==> src/hdl/irq_ctrl_pkg.sv <==
// Constants for the two-level interrupt controller
package irq_ctrl_pkg;
   localparam int N_SRC = 9;
   // Source index in polling order, 0 polled first
   localparam int SRC_SUPPLY = 0;
   localparam int SRC_EXT0   = 1;
   localparam int SRC_CONV   = 2;
   localparam int SRC_TMR0   = 3;
   localparam int SRC_EXT1   = 4;
   localparam int SRC_TMR1   = 5;
   localparam int SRC_SERIAL = 6;
   localparam int SRC_UART   = 7;
   localparam int SRC_TMR2   = 8;
   // Primary enable register bit positions
   localparam int PE_GLOBAL = 7;
   localparam int PE_CONV   = 6;
   localparam int PE_TMR2   = 5;
   localparam int PE_UART   = 4;
   localparam int PE_TMR1   = 3;
   localparam int PE_EXT1   = 2;
   localparam int PE_TMR0   = 1;
   localparam int PE_EXT0   = 0;
   // Level select register bit positions
   localparam int LS_SERIAL = 7;
   localparam int LS_CONV   = 6;
   localparam int LS_TMR2   = 5;
   localparam int LS_UART   = 4;
   localparam int LS_TMR1   = 3;
   localparam int LS_EXT1   = 2;
   localparam int LS_TMR0   = 1;
   localparam int LS_EXT0   = 0;
   // Secondary enable register bit positions
   localparam int SE_SUPPLY = 1;
   localparam int SE_SERIAL = 0;
   // Reset values and secondary write mask
   localparam logic [7:0] PRIMARY_RST   = 8'h00;
   localparam logic [7:0] LEVEL_RST     = 8'h00;
   localparam logic [7:0] SECONDARY_RST = 8'h00;
   localparam logic [7:0] SECONDARY_MASK = 8'h03;
   // Vector addresses
   localparam logic [15:0] VEC_EXT0   = 16'h0003;
   localparam logic [15:0] VEC_TMR0   = 16'h000b;
   localparam logic [15:0] VEC_EXT1   = 16'h0013;
   localparam logic [15:0] VEC_TMR1   = 16'h001b;
   localparam logic [15:0] VEC_UART   = 16'h0023;
   localparam logic [15:0] VEC_TMR2   = 16'h002b;
   localparam logic [15:0] VEC_CONV   = 16'h0033;
   localparam logic [15:0] VEC_SERIAL = 16'h003b;
   localparam logic [15:0] VEC_SUPPLY = 16'h0043;
   localparam logic [15:0] VEC_NONE   = 16'h0000;
endpackage : irq_ctrl_pkg

==> src/hdl/irq_poll_pick.sv <==
// Fixed-order picker: lowest set index wins, with its vector
`timescale 1ns/1ps
module irq_poll_pick (
   input  wire logic [8:0]  req,     // Requests in polling order
   output logic             found,   // Any request present
   output logic [3:0]       idx,     // Index of winner
   output logic [15:0]      vector   // Vector of winner
);
   always_comb begin
      found = 1'b0;
      idx   = 4'h0;
      for (int i = irq_ctrl_pkg::N_SRC - 1; i >= 0; i--) begin
         if (req[i]) begin
            found = 1'b1;
            idx   = 4'(i);
         end
      end
      case (idx)
         4'h0:    vector = irq_ctrl_pkg::VEC_SUPPLY;
         4'h1:    vector = irq_ctrl_pkg::VEC_EXT0;
         4'h2:    vector = irq_ctrl_pkg::VEC_CONV;
         4'h3:    vector = irq_ctrl_pkg::VEC_TMR0;
         4'h4:    vector = irq_ctrl_pkg::VEC_EXT1;
         4'h5:    vector = irq_ctrl_pkg::VEC_TMR1;
         4'h6:    vector = irq_ctrl_pkg::VEC_SERIAL;
         4'h7:    vector = irq_ctrl_pkg::VEC_UART;
         4'h8:    vector = irq_ctrl_pkg::VEC_TMR2;
         default: vector = irq_ctrl_pkg::VEC_NONE;
      endcase
      if (!found) begin
         vector = irq_ctrl_pkg::VEC_NONE;
      end
   end
endmodule : irq_poll_pick

==> src/hdl/two_level_interrupt_ctrl.sv <==
// Two-level interrupt controller with fixed polling order and fixed vectors
`timescale 1ns/1ps

// Notes on behaviour
// - Only sources with their own enable bit set may be forwarded.
// - Each source except the supply monitor has its own high or low level select bit; supply monitor is always low.
// - High-level request preempts a running low-level handler and nests.
// - Same-cycle requests of both levels: high level vectored first.
// - Same-level requests wait while a handler of that level runs.
// - Same-level ties polled: supply, ext0, conv, tmr0, ext1, tmr1, serial, uart, tmr2.
// - Core pushes PC then loads the vector; controller offers vector with request.
// - Vectors 0003 through 0043 hex in steps of eight per source.
// - Global gate is bit 7 of primary enable register; reset zero.
// - Primary bits 6..0: conv, tmr2, uart, tmr1, ext1, tmr0, ext0.
// - Level select bits 7..0: serial, conv, tmr2, uart, tmr1, ext1, tmr0, ext0.
// - Secondary enable: bit1 supply monitor, bit0 serial; others reserved zero.
module two_level_interrupt_ctrl (
   input  wire logic        ref_clk,              // 50 MHz clock
   input  wire logic        rst_n,                // Async reset, active low
   input  wire logic        clk_en,               // Freezes all state when low
   input  wire logic        supply_monitor_irq,   // Supply monitor request
   input  wire logic        ext_irq_0,            // External 0 request
   input  wire logic        ext_irq_1,            // External 1 request
   input  wire logic        converter_done_irq,   // Converter request
   input  wire logic        timer0_overflow,      // Timer 0 request
   input  wire logic        timer1_overflow,      // Timer 1 request
   input  wire logic        timer2_overflow,      // Timer 2 overflow
   input  wire logic        timer2_ext_flag,      // Timer 2 external flag
   input  wire logic        twowire_irq,          // Two-wire request
   input  wire logic        sync_serial_irq,      // Synchronous serial request
   input  wire logic        uart_rx_flag,         // UART receive flag
   input  wire logic        uart_tx_flag,         // UART transmit flag
   input  wire logic        primary_we,           // Write strobe, primary enable
   input  wire logic        level_we,             // Write strobe, level select
   input  wire logic        secondary_we,         // Write strobe, secondary enable
   input  wire logic [7:0]  wdata,                // Write data for strobes
   input  wire logic        irq_ack,              // Core accepts offered vector
   input  wire logic        irq_return,           // Core returns from handler
   output logic             irq_req,              // Vector request to core
   output logic [15:0]      irq_vector,           // Vector address offered
   output logic [3:0]       irq_source,           // Source index offered
   output logic             active_high,          // High-level handler running
   output logic             active_low,           // Low-level handler running
   output logic [7:0]       primary_enable_reg,   // Primary enable readback
   output logic [7:0]       level_select_reg,     // Level select readback
   output logic [7:0]       secondary_enable_reg  // Secondary enable readback
);

   // ------------------------------------------------------------
   // Request gathering
   // ------------------------------------------------------------
   logic [8:0] raw;
   logic [8:0] en;
   logic [8:0] lvl;
   logic [8:0] live;
   logic [8:0] hi_req;
   logic [8:0] lo_req;

   always_comb begin
      raw = '0;
      raw[irq_ctrl_pkg::SRC_SUPPLY] = supply_monitor_irq;
      raw[irq_ctrl_pkg::SRC_EXT0]   = ext_irq_0;
      raw[irq_ctrl_pkg::SRC_CONV]   = converter_done_irq;
      raw[irq_ctrl_pkg::SRC_TMR0]   = timer0_overflow;
      raw[irq_ctrl_pkg::SRC_EXT1]   = ext_irq_1;
      raw[irq_ctrl_pkg::SRC_TMR1]   = timer1_overflow;
      raw[irq_ctrl_pkg::SRC_SERIAL] = twowire_irq | sync_serial_irq;
      raw[irq_ctrl_pkg::SRC_UART]   = uart_rx_flag | uart_tx_flag;
      raw[irq_ctrl_pkg::SRC_TMR2]   = timer2_overflow | timer2_ext_flag;

      en = '0;
      en[irq_ctrl_pkg::SRC_SUPPLY] = secondary_enable_reg[irq_ctrl_pkg::SE_SUPPLY];
      en[irq_ctrl_pkg::SRC_EXT0]   = primary_enable_reg[irq_ctrl_pkg::PE_EXT0];
      en[irq_ctrl_pkg::SRC_CONV]   = primary_enable_reg[irq_ctrl_pkg::PE_CONV];
      en[irq_ctrl_pkg::SRC_TMR0]   = primary_enable_reg[irq_ctrl_pkg::PE_TMR0];
      en[irq_ctrl_pkg::SRC_EXT1]   = primary_enable_reg[irq_ctrl_pkg::PE_EXT1];
      en[irq_ctrl_pkg::SRC_TMR1]   = primary_enable_reg[irq_ctrl_pkg::PE_TMR1];
      en[irq_ctrl_pkg::SRC_SERIAL] = secondary_enable_reg[irq_ctrl_pkg::SE_SERIAL];
      en[irq_ctrl_pkg::SRC_UART]   = primary_enable_reg[irq_ctrl_pkg::PE_UART];
      en[irq_ctrl_pkg::SRC_TMR2]   = primary_enable_reg[irq_ctrl_pkg::PE_TMR2];

      // Supply monitor has no level bit; it always polls as low level
      lvl = '0;
      lvl[irq_ctrl_pkg::SRC_EXT0]   = level_select_reg[irq_ctrl_pkg::LS_EXT0];
      lvl[irq_ctrl_pkg::SRC_CONV]   = level_select_reg[irq_ctrl_pkg::LS_CONV];
      lvl[irq_ctrl_pkg::SRC_TMR0]   = level_select_reg[irq_ctrl_pkg::LS_TMR0];
      lvl[irq_ctrl_pkg::SRC_EXT1]   = level_select_reg[irq_ctrl_pkg::LS_EXT1];
      lvl[irq_ctrl_pkg::SRC_TMR1]   = level_select_reg[irq_ctrl_pkg::LS_TMR1];
      lvl[irq_ctrl_pkg::SRC_SERIAL] = level_select_reg[irq_ctrl_pkg::LS_SERIAL];
      lvl[irq_ctrl_pkg::SRC_UART]   = level_select_reg[irq_ctrl_pkg::LS_UART];
      lvl[irq_ctrl_pkg::SRC_TMR2]   = level_select_reg[irq_ctrl_pkg::LS_TMR2];

      live   = raw & en & {9{primary_enable_reg[irq_ctrl_pkg::PE_GLOBAL]}};
      hi_req = live & lvl;
      lo_req = live & ~lvl;
   end

   // ------------------------------------------------------------
   // Polling at each level
   // ------------------------------------------------------------
   logic        hi_found;
   logic        lo_found;
   logic [3:0]  hi_idx;
   logic [3:0]  lo_idx;
   logic [15:0] hi_vec;
   logic [15:0] lo_vec;

   irq_poll_pick u_hi (
      .req    (hi_req),
      .found  (hi_found),
      .idx    (hi_idx),
      .vector (hi_vec)
   );

   irq_poll_pick u_lo (
      .req    (lo_req),
      .found  (lo_found),
      .idx    (lo_idx),
      .vector (lo_vec)
   );

   // ------------------------------------------------------------
   // Configuration registers
   // ------------------------------------------------------------
   logic [7:0]  next_primary;
   logic [7:0]  next_level;
   logic [7:0]  next_secondary;

   // Strobes only count on clock-enabled edges
   always_comb begin
      next_primary   = primary_enable_reg;
      next_level     = level_select_reg;
      next_secondary = secondary_enable_reg;
      if (primary_we) begin
         next_primary = wdata;
      end
      if (level_we) begin
         next_level = wdata;
      end
      if (secondary_we) begin
         // Reserved bits dropped so they always read back zero
         next_secondary = wdata & irq_ctrl_pkg::SECONDARY_MASK;
      end
   end

   always_ff @(posedge ref_clk or negedge rst_n) begin
      if (!rst_n) begin
         primary_enable_reg   <= irq_ctrl_pkg::PRIMARY_RST;
         level_select_reg     <= irq_ctrl_pkg::LEVEL_RST;
         secondary_enable_reg <= irq_ctrl_pkg::SECONDARY_RST;
      end else if (clk_en) begin
         primary_enable_reg   <= next_primary;
         level_select_reg     <= next_level;
         secondary_enable_reg <= next_secondary;
      end
   end

   // ------------------------------------------------------------
   // Level state and offer
   // ------------------------------------------------------------
   // Requests are levels: a flag dropped before acceptance is withdrawn
   logic        next_active_high;
   logic        next_active_low;
   logic        next_irq_req;
   logic [15:0] next_irq_vector;
   logic [3:0]  next_irq_source;
   logic        offer_high;
   logic        next_offer_high;
   logic        take_hi;
   logic        take_lo;

   always_comb begin
      next_active_high = active_high;
      next_active_low  = active_low;

      // Return unwinds the innermost level first
      if (irq_return) begin
         if (active_high) begin
            next_active_high = 1'b0;
         end else begin
            next_active_low = 1'b0;
         end
      end
      // Level kept with the offer, so a later level write cannot mislabel it
      // Acceptance wins over a same-cycle return
      if (irq_ack && irq_req) begin
         if (offer_high) begin
            next_active_high = 1'b1;
         end else begin
            next_active_low = 1'b1;
         end
      end

      // Offer from the next active state so an accepted vector is not offered again
      take_hi = hi_found && !next_active_high;
      take_lo = lo_found && !next_active_high && !next_active_low;
      next_irq_req    = take_hi || take_lo;
      next_offer_high = take_hi;
      next_irq_vector = take_hi ? hi_vec : (take_lo ? lo_vec : irq_ctrl_pkg::VEC_NONE);
      next_irq_source = take_hi ? hi_idx : (take_lo ? lo_idx : 4'h0);
   end

   always_ff @(posedge ref_clk or negedge rst_n) begin
      if (!rst_n) begin
         active_high <= 1'b0;
         active_low  <= 1'b0;
         offer_high  <= 1'b0;
         irq_req     <= 1'b0;
         irq_vector  <= irq_ctrl_pkg::VEC_NONE;
         irq_source  <= 4'h0;
      end else if (clk_en) begin
         active_high <= next_active_high;
         active_low  <= next_active_low;
         offer_high  <= next_offer_high;
         irq_req     <= next_irq_req;
         irq_vector  <= next_irq_vector;
         irq_source  <= next_irq_source;
      end
   end

endmodule : two_level_interrupt_ctrl

==> config.mk <==
export PLATFORM = sky130hd
export DESIGN_NAME = two_level_interrupt_ctrl
export DESIGN_NICKNAME = d
export VERILOG_FILES = /design/src/hdl/irq_ctrl_pkg.sv /design/src/hdl/irq_poll_pick.sv /design/src/hdl/two_level_interrupt_ctrl.sv
export SDC_FILE = /design/constraint.sdc
export NUM_CORES = 1
export LEC_CHECK = 0
export BUFFER_PORTS_ARGS = -buffer_cell sky130_fd_sc_hd__buf_2
export CAP_MARGIN = 20
export CORE_ASPECT_RATIO = 1.1
export CORE_MARGIN = 2
export CORE_UTILIZATION = 40
export CTS_CLUSTER_DIAMETER = 200
export DETAILED_ROUTE_END_ITERATION = 16
export PLACE_DENSITY = 0.73
export SLEW_MARGIN = 20
export SYNTH_ARGS = -nofsm -noshare
export SYNTH_HDL_FRONTEND = slang
export SYNTH_SLANG_ARGS = --single-unit
==> constraint.sdc <==
create_clock -name ref_clk -period 2.2 [get_ports ref_clk]
set_input_delay 0.22 -clock ref_clk [delete_from_list [all_inputs] [get_ports ref_clk]]
set_output_delay 0.22 -clock ref_clk [all_outputs]
set_load 0.02 [all_outputs]
==> impl_metrics.ini, run 1 <==
[status]
outcome = finished clean

[pwr]
p_sw_share_pct = 40.7
p_int_mw = 1.34
peakVddDrop_v = 0.000476
power.share.sequential_pct = 35.2
finalPower_mw = 2.27
p_clk_share_pct = 19.0
switching_power_mw = 0.924
powerDensity_mw_per_mm2 = 833
combPwrFrac_pct = 45.8
p_leak_nw = 1.27

[timing]
fmax_mhz = 470
period_share_pct = 96.7
rsz0062_at_grt = yes
setup_ws_ns = 0.0730
whs_ns = 0.179
slew_violations = 0
max_slew_margin_pct = 53.9
tightest_slew_ns = 0.691
fin_crit_ns = 2.13
setup-violations-final = 0
fin_worst_skew_ns = 0.00376
hold_viol = 0

[worst_setup_path]
cp-start-kind = flip-flop
end_kind = flip-flop
r2r_start = primary_enable_reg[7]
crit_buf_inv = 2
crit_type = flip-flop to flip-flop
startpoint = primary_enable_reg[7]
required_ns = 2.37
crit_family = simple AND/OR/NAND/NOR gates
slowest_stage = dfrtp_2
cp_slowest_stage_delay_ns = 0.42
crit_top_cell = buf_4
worstPathCellList = buf_4 -> and4_1 -> buf_4 -> nor4_4 -> and2_1 -> nand3_1 -> o31ai_1
rr_worst_depth = 7
path_max_fanout = 7
ff2ff_setup_slack_ns = 0.07
worstPathArrival_ns = 2.30
r2r_end = irq_vector[4]

[route]
vias = 2059
drc = 0
avgRoutedWirePerCell_um = 16.1
drt_wl_total_um = 5710
postRouteAntennaNets = 0
firstDrtPassIters = 4
routed_via_density = 5.82
detail_route.iter0.violations = 160

[cts]
clkSlewWorstSetupHoldPaths_ns = 0.06
htree_levels = 2
numCtsBuffers = 5
clock-sinks = 31
worst_skew_pair.late_latency_ns = 0.28
cts_tree = yes
ctsRootBufferMaster = clkbuf_8
clockBufferDepth = 2

[placement]
gp_congestion = 0.873
pre_cts_ws_ns = -0.0845
port-buffer-count = 58
dp_cells = 339
dp_hpwl_um = 4360

[cells_and_area]
synthToLayoutAreaGrowth_pct = 27.2
utilization_pct = 53.7
diodes = 0
stdcell_count = 354
drive_above_1_share_pct = 42.9
nets = 329

[logic_synthesis]
yosysTopAreaCell = dfrtp_1
yosys.cell_types.count = 51
synth_most_common_cell = dfrtp_1
ys_seq_area_share_pct = 36.2
synth.cell_area_mm2 = 0.00214
async_flop_share_pct = 100
yosys-top-cells-count = dfrtp_1, mux2_2, buf_4
ys.flop_type = dfrtp_1
synth_edf_count = 0
synthCells = 216
yosysWarnings = 0
yosys-top-cells-area = dfrtp_1, mux2_2, buf_4, ha_1, nand4_1
netlist.area_leader.share_pct = 36.2
avgSynthCellArea_um2 = 9.91
synth-seq-cells = 31

[grt]
grt_max_degree = 32
antenna_found_initial = 0
grt_first_pass_wirelength_um = 8910
grt_overflow = 0
grt_pass1_vias = 1886
track_usage_pct = 19.5

[floorplan]
initial_utilization_pct = 42.2
die_area_mm2 = 0.00595
core_mm2 = 0.00507
die-width_um = 73.8
io_pins = 75
rows = 27
die-height_um = 80.7

[min_path]
holdPathStages = 2
worstHoldPathType = input pin to flip-flop
min_to = level_select_reg[6]
hold_start = wdata[6]

[job]
maxCapViolCount = 0
through the flow:
stage / setup TNS, ns / instance area [um^2]
finish: 0 / 2720
CTS: 0 / 2630
global route: -0.0868 / 2720
detailed placement: -0.0845 / 2510
global placement: 0 / 2510
floorplan: 0 / 2200
cell usage in the layout, fill, tap and decap left out, types with 2 or more instances in the layout:
| cell type | n |
|---|---|
| clkbuf_1 | 2 |
| o22ai_1 | 2 |
| ha_1 | 4 |
| nor3_2 | 2 |
| a211oi_2 | 3 |
| inv_1 | 11 |
| a31oi_1 | 5 |
| buf_4 | 20 |
| conb_1 | 16 |
| o221ai_1 | 6 |
| nor2_1 | 10 |
| o211ai_1 | 6 |
| nand2_1 | 9 |
| and4_1 | 3 |
| and2_1 | 5 |
| a21oi_1 | 5 |
| and4_4 | 2 |
| and4b_1 | 2 |
| ha_2 | 2 |
| nor3_1 | 3 |
| a211oi_1 | 2 |
| o2111a_1 | 2 |
| a21o_1 | 2 |
| buf_6 | 2 |
| buf_2 | 58 |
| mux2_2 | 19 |
| nand4b_1 | 4 |
| nand4_1 | 9 |
| o21ai_1 | 2 |
| clkbuf_8 | 5 |
| o21ai_0 | 3 |
| nand3_1 | 6 |
| dfrtp_1 | 30 |
routing by layer:
layer | global-route usage [%] | up-vias | share of wire [%]
li1 | - | 954 | -
met1 | 23.3 | 996 | 41
met2 | 34.7 | 97 | 50
met3 | 4.27 | 12 | 6.7
met4 | 5.27 | 0 | 1.9
met5 | 0 | - | 0
cells by family (layout without fill, tap and decap cells):
family | after synthesis | count (layout) | synth area share, %
DFF | 31 | 31 | 36.2
AOI/OAI and AO/OA | 55 | 55 | 19.9
and+or+nand+nor | 66 | 66 | 19.1
buffers and inverters | 36 | 101 | 10.2
muxes | 20 | 20 | 10.5
adders and majority gates | 7 | 7 | 3.97
other | 1 | 16 | 0.175
power groups by stage:
| stage | combinational [mW] | clock [mW] | sequential (mW) |
|---|---|---|---|
| finish | 1.04 | 0.431 | 0.798 |
| global route | 1.12 | 0.465 | 0.819 |
| CTS | 0.981 | 0.439 | 0.796 |
| detailed placement | 0.946 | 0 | 0.818 |
| global placement | 0.936 | 0 | 0.810 |
| floorplan | 0.519 | 0 | 0.929 |
area by class of cell:
class	instances	area (um^2)
Sequential cell	31	777
Timing Repair Buffer	81	473
Fill cell	474	2340
Multi-Input combinational cell	164	1270
Clock inverter	1	5.00
Clock buffer	7	76.3
Tap cell	58	72.6
Inverter	12	45.0
worst reg2reg max path: stages (launching register included):
cell	delay [ns]
dfrtp_2	0.42
buf_4	0.14
and4_1	0.23
buf_4	0.16
nor4_4	0.41
and2_1	0.24
nand3_1	0.11
o31ai_1	0.30
timing repair:
item / in CTS / in global routing
gates resized for setup: 3 / 19
endpoints found under the hold margin: 26 / 0
setup buffers: 3 / 3
endpoints found under the setup margin: 1 / 8
hold buffers: 1 / 0
pin swaps: 0 / 12
how the worst max path moves through the flow:
stage	cells after the start	slack, ns	end
floorplan	11	0.03	irq_vector[5]
global placement	8	0.05	irq_vector[5]
detailed placement	9	-0.08	irq_vector[5]
CTS	10	0.02	irq_vector[3]
global route	10	-0.03	irq_vector[3]
finish	7	0.07	irq_vector[4]
(Power assumes the default switching activity.)
==> inputs of run 2 (changes only) <==
--- a/config.mk
+++ b/config.mk
@@ -13,6 +13,7 @@
 export CTS_CLUSTER_DIAMETER = 200
 export DETAILED_ROUTE_END_ITERATION = 16
 export PLACE_DENSITY = 0.73
+export SKIP_CTS_REPAIR_TIMING = 1
 export SLEW_MARGIN = 20
 export SYNTH_ARGS = -nofsm -noshare
 export SYNTH_HDL_FRONTEND = slang
==> constraint.sdc (replaced) <==
create_clock -name ref_clk -period 2.2 [get_ports ref_clk]
set_input_delay 0.22 -clock ref_clk [delete_from_list [all_inputs] [get_ports ref_clk]]
set_output_delay 0.22 -clock ref_clk [all_outputs]
set_load 0.01 [all_outputs]
==> impl_metrics.ini, run 2 (synthesis gave the netlist of run 1 again) <==
[status]
outcome = finished with violations
violations = hold timing

[cts]
clock-sinks = 31
clockBufferDepth = 2
htree_levels = 2
cts_tree = yes
clkSlewWorstSetupHoldPaths_ns = 0.07
numCtsBuffers = 5
worst_skew_pair.late_latency_ns = 0.29
ctsRootBufferMaster = clkbuf_8

[worst_setup_path]
ff2ff_setup_slack_ns = 0.05
slowest_stage = dfrtp_2
cp_num_cells = 10
crit_top_cell = o221ai_1
required_ns = 2.35
r2r_end = irq_vector[3]
crit_buf_inv = 3
cp_slowest_stage_delay_ns = 0.45
rr_worst_depth = 10
crit_family = compound AO/OA/AOI/OAI gates
crit_type = flip-flop to flip-flop
path_max_fanout = 16
endpoint = irq_vector[3]
worstPathArrival_ns = 2.30
startpoint = primary_enable_reg[7]
cp-start-kind = flip-flop
worstPathCellList = buf_12 -> and4_4 -> buf_4 -> a31oi_1 -> inv_1 -> ha_2 -> nand2_2 -> mux2i_1 -> o221ai_1 -> o221ai_1
end_kind = flip-flop
r2r_start = primary_enable_reg[7]

[cells_and_area]
mostFrequentLayoutCells = buf_2, dfrtp_1, buf_4
stdcell_count = 353
diodes = 0
mostFrequentLayoutCell = buf_2
utilization_pct = 54.4
nets = 328
synthToLayoutAreaGrowth_pct = 28.7
drive_above_1_share_pct = 42.7

[grt]
grt_pass1_vias = 1875
antenna_found_initial = 0
grt_max_degree = 32
grt_first_pass_wirelength_um = 9010
track_usage_pct = 19.7
grt_overflow = 0

[timing]
period_share_pct = 97.6
setup-violations-final = 0
fin_worst_skew_ns = 0.00405
fmax_mhz = 466
max_slew_margin_pct = 54.0
fin_crit_ns = 2.15
setup_ws_ns = 0.0533
hold_viol = 31
tightest_slew_ns = 0.690
rsz0062_at_grt = yes
whs_ns = -0.0293
tns_ns = 0
slew_violations = 0

[floorplan]
rows = 27
io_pins = 75
initial_utilization_pct = 42.2
die-height_um = 80.7
die-width_um = 73.8
die_area_mm2 = 0.00595
core_mm2 = 0.00507

[route]
routed_via_density = 5.63
vias = 1988
drt_wl_total_um = 5650
detail_route.iter0.violations = 82
drc = 0
firstDrtPassIters = 4
postRouteAntennaNets = 0
avgRoutedWirePerCell_um = 16.0

[min_path]
worstHoldPathType = input pin to async pin

[placement]
port-buffer-count = 58
pre_cts_ws_ns = -0.0469
dp_cells = 342
dp_hpwl_um = 4280
gp_congestion = 0.949

[pwr]
peakVddDrop_v = 0.000482
powerDensity_mw_per_mm2 = 809
p_leak_nw = 1.29

[job]
maxCapViolCount = 0
## run 2: stage by stage
stage	area [um^2]	total power [mW]
2_1_floorplan	2200	1.35
3_3_place_gp	2540	1.66
3_5_place_dp	2540	1.67
4_1_cts	2650	2.18
5_1_grt	2760	2.38
6_report	2760	2.23
## run 2: power by group
group	switching, mW	internal (mW)	total (mW)
registers	0.112	0.686	0.798
clock network	0.216	0.284	0.500
logic	0.497	0.435	0.932
total	0.825	1.41	2.23
## run 2: worst register-to-register path, delay by kind of cell, from the launching register on
kind,cells,cell delay (ns)
muxes,1,0.09
and+or+nand+nor,2,0.30
AOI/OAI and AO/OA,3,0.60
buffers and inverters,3,0.39
DFF,1,0.45
adders and majority gates,1,0.19
## run 2: area by class of cell
type,instances,area [um^2]
well taps,58,72.6
multi-input cells,164,1280
clock buffers,7,96.3
flip-flops and latches,31,777
repair buffers,80,472
fillers,463,2310
clock inverters,1,7.51
inverters,12,45.0
## run 2: per-layer routing
metal | part of all wire [%] | GRT usage [%] | vias to the layer above | routed length (um)
met5 | 0 | 0 | - | 0
met4 | 1.4 | 6.73 | 0 | 80
met3 | 6.0 | 3.76 | 9 | 336
met2 | 50 | 32.5 | 86 | 2850
met1 | 42 | 25.7 | 939 | 2380
li1 | - | - | 954 | -
## run 2: worst min path at each step
stage	to	slack (ns)	cells past startpoint
2_1_floorplan	active_high	-0.08	0
3_3_place_gp	primary_enable_reg[3]	0.29	1
3_5_place_dp	level_select_reg[3]	0.30	1
4_1_cts	level_select_reg[3]	-0.005	1
5_1_grt	primary_enable_reg[4]	0.03	1
6_report	level_select_reg[3]	-0.03	1
==> inputs of run 3 (changes only) <==
--- a/config.mk
+++ b/config.mk
@@ -12,7 +12,7 @@
 export CORE_UTILIZATION = 40
 export CTS_CLUSTER_DIAMETER = 200
 export DETAILED_ROUTE_END_ITERATION = 16
-export PLACE_DENSITY = 0.73
+export PLACE_DENSITY = 0.7
 export SKIP_CTS_REPAIR_TIMING = 1
 export SLEW_MARGIN = 20
 export SYNTH_ARGS = -nofsm -noshare
==> constraint.sdc (replaced) <==
create_clock -name ref_clk -period 2.7 [get_ports ref_clk]
set_input_delay 0.27 -clock ref_clk [delete_from_list [all_inputs] [get_ports ref_clk]]
set_output_delay 0.27 -clock ref_clk [all_outputs]
set_load 0.01 [all_outputs]
==> impl_metrics.ini, run 3 (synthesis gave the netlist of run 1 again) <==
[placement]
gp_congestion = 0.913
dp_hpwl_um = 4140
port-buffer-count = 58

[floorplan]
initial_utilization_pct = 42.2
rows = 27
core_mm2 = 0.00507
io_pins = 75
die-height_um = 80.7
die_area_mm2 = 0.00595
die-width_um = 73.8

[cts]
clockBufferDepth = 2
clkSlewWorstSetupHoldPaths_ns = 0.07
cts_tree = yes
worst_skew_pair.late_latency_ns = 0.29
htree_levels = 2
clock-sinks = 31
numCtsBuffers = 5
ctsRootBufferMaster = clkbuf_8

[job]
maxCapViolCount = 0

[timing]
tightest_slew_ns = 0.684
period_share_pct = 91.8
slew_violations = 0
whs_ns = 0.0259
tns_ns = 0
fin_worst_skew_ns = 0.00558
hold_viol = 0
setup-violations-final = 0
max_slew_margin_pct = 54.4
rsz0062_at_grt = no
fmax_mhz = 404
fin_crit_ns = 2.48

[worst_setup_path]
path_max_fanout = 21
cp-start-kind = flip-flop
required_ns = 2.85
worstPathArrival_ns = 2.63
ff2ff_setup_slack_ns = 0.22
end_kind = flip-flop
crit_type = flip-flop to flip-flop

[route]
avgRoutedWirePerCell_um = 15.9
detail_route.iter0.violations = 80
drt_wl_total_um = 5300
routed_via_density = 5.67
firstDrtPassIters = 4
drc = 0
postRouteAntennaNets = 0
vias = 1894

[grt]
antenna_found_initial = 0
grt_pass1_vias = 1777
grt_overflow = 0
track_usage_pct = 18.7
grt_first_pass_wirelength_um = 8480
grt_max_degree = 32

[pwr]
peakVddDrop_v = 0.000378
powerDensity_mw_per_mm2 = 662
p_leak_nw = 1.17

[min_path]
worstHoldPathType = input pin to async pin

[cells_and_area]
fillers = 484
mostFrequentLayoutCells = buf_2, dfrtp_1, mux2_2
drive_above_1_share_pct = 33.3
diodes = 0
synthToLayoutAreaGrowth_pct = 16.4
mostFrequentLayoutCell = buf_2
nets = 309

[status]
outcome = finished clean
## run 3: cell count changes in the layout (fill, tap and decap cells not counted), sizes merged
cell	previous run	this run
clkinv	0	1
buf	80	61
clkinvlp	1	0
## run 3: per-layer routing
| layer | share of wire, % | track usage [%] |
|---|---|---|
| met5 | 0 | 0 |
| met4 | 2.8 | 10.2 |
| met3 | 6.8 | 4.77 |
| met2 | 47 | 28.3 |
| met1 | 44 | 24.2 |
## run 3: critical path: stages (launching register included)
cell and delay, ns:
dfrtp_2 0.56, o2111a_1 0.39, a2111oi_0 0.15, nor3_1 0.35, inv_1 0.11, ha_1 0.22, nand2_1 0.12, mux2i_1 0.09
o221ai_1 0.22, o221ai_1 0.15
## run 3: report_power, final
part	switching (mW)	leakage, nW	total (mW)	internal [mW]
combinational	0.358	0.748	0.640	0.282
sequential	0.100	0.376	0.659	0.559
clock	0.171	0.0422	0.351	0.181
total	0.629	1.17	1.65	1.02
## run 3: through the flow
stage	worst slack (ns)	util, %	instances	total power, mW	area, um^2
2_1_floorplan	0.508	-	231	1.10	2200
3_3_place_gp	0.193	47.6	326	1.29	2410
3_5_place_dp	0.131	47.6	326	1.30	2410
4_1_cts	0.0989	49.2	334	1.66	2490
5_1_grt	0.0201	49.2	334	1.77	2490
6_report	0.222	49.2	334	1.65	2490
## run 3: final cells by class
class	count	area [um^2]	area share [%]
Inverter	12	45.0	1.81
Clock inverter	1	5.00	0.201
Multi-Input combinational cell	164	1200	48.3
Timing Repair Buffer	61	313	12.6
Sequential cell	31	777	31.2
Clock buffer	7	76.3	3.06
Tap cell	58	72.6	2.91
## run 3: worst paths after layout
kind                                         end  cells past startpoint                   from
max in group asynchronous  primary_enable_reg[7]                      1                  rst_n
hold / removal                     irq_vector[4]                      1                  rst_n
hold reg to reg                       offer_high                      1             offer_high
min in group ref_clk       primary_enable_reg[4]                      2               wdata[4]
setup / recovery                   irq_vector[3]                      9  primary_enable_reg[7]
setup reg to reg                   irq_vector[3]                      9  primary_enable_reg[7]
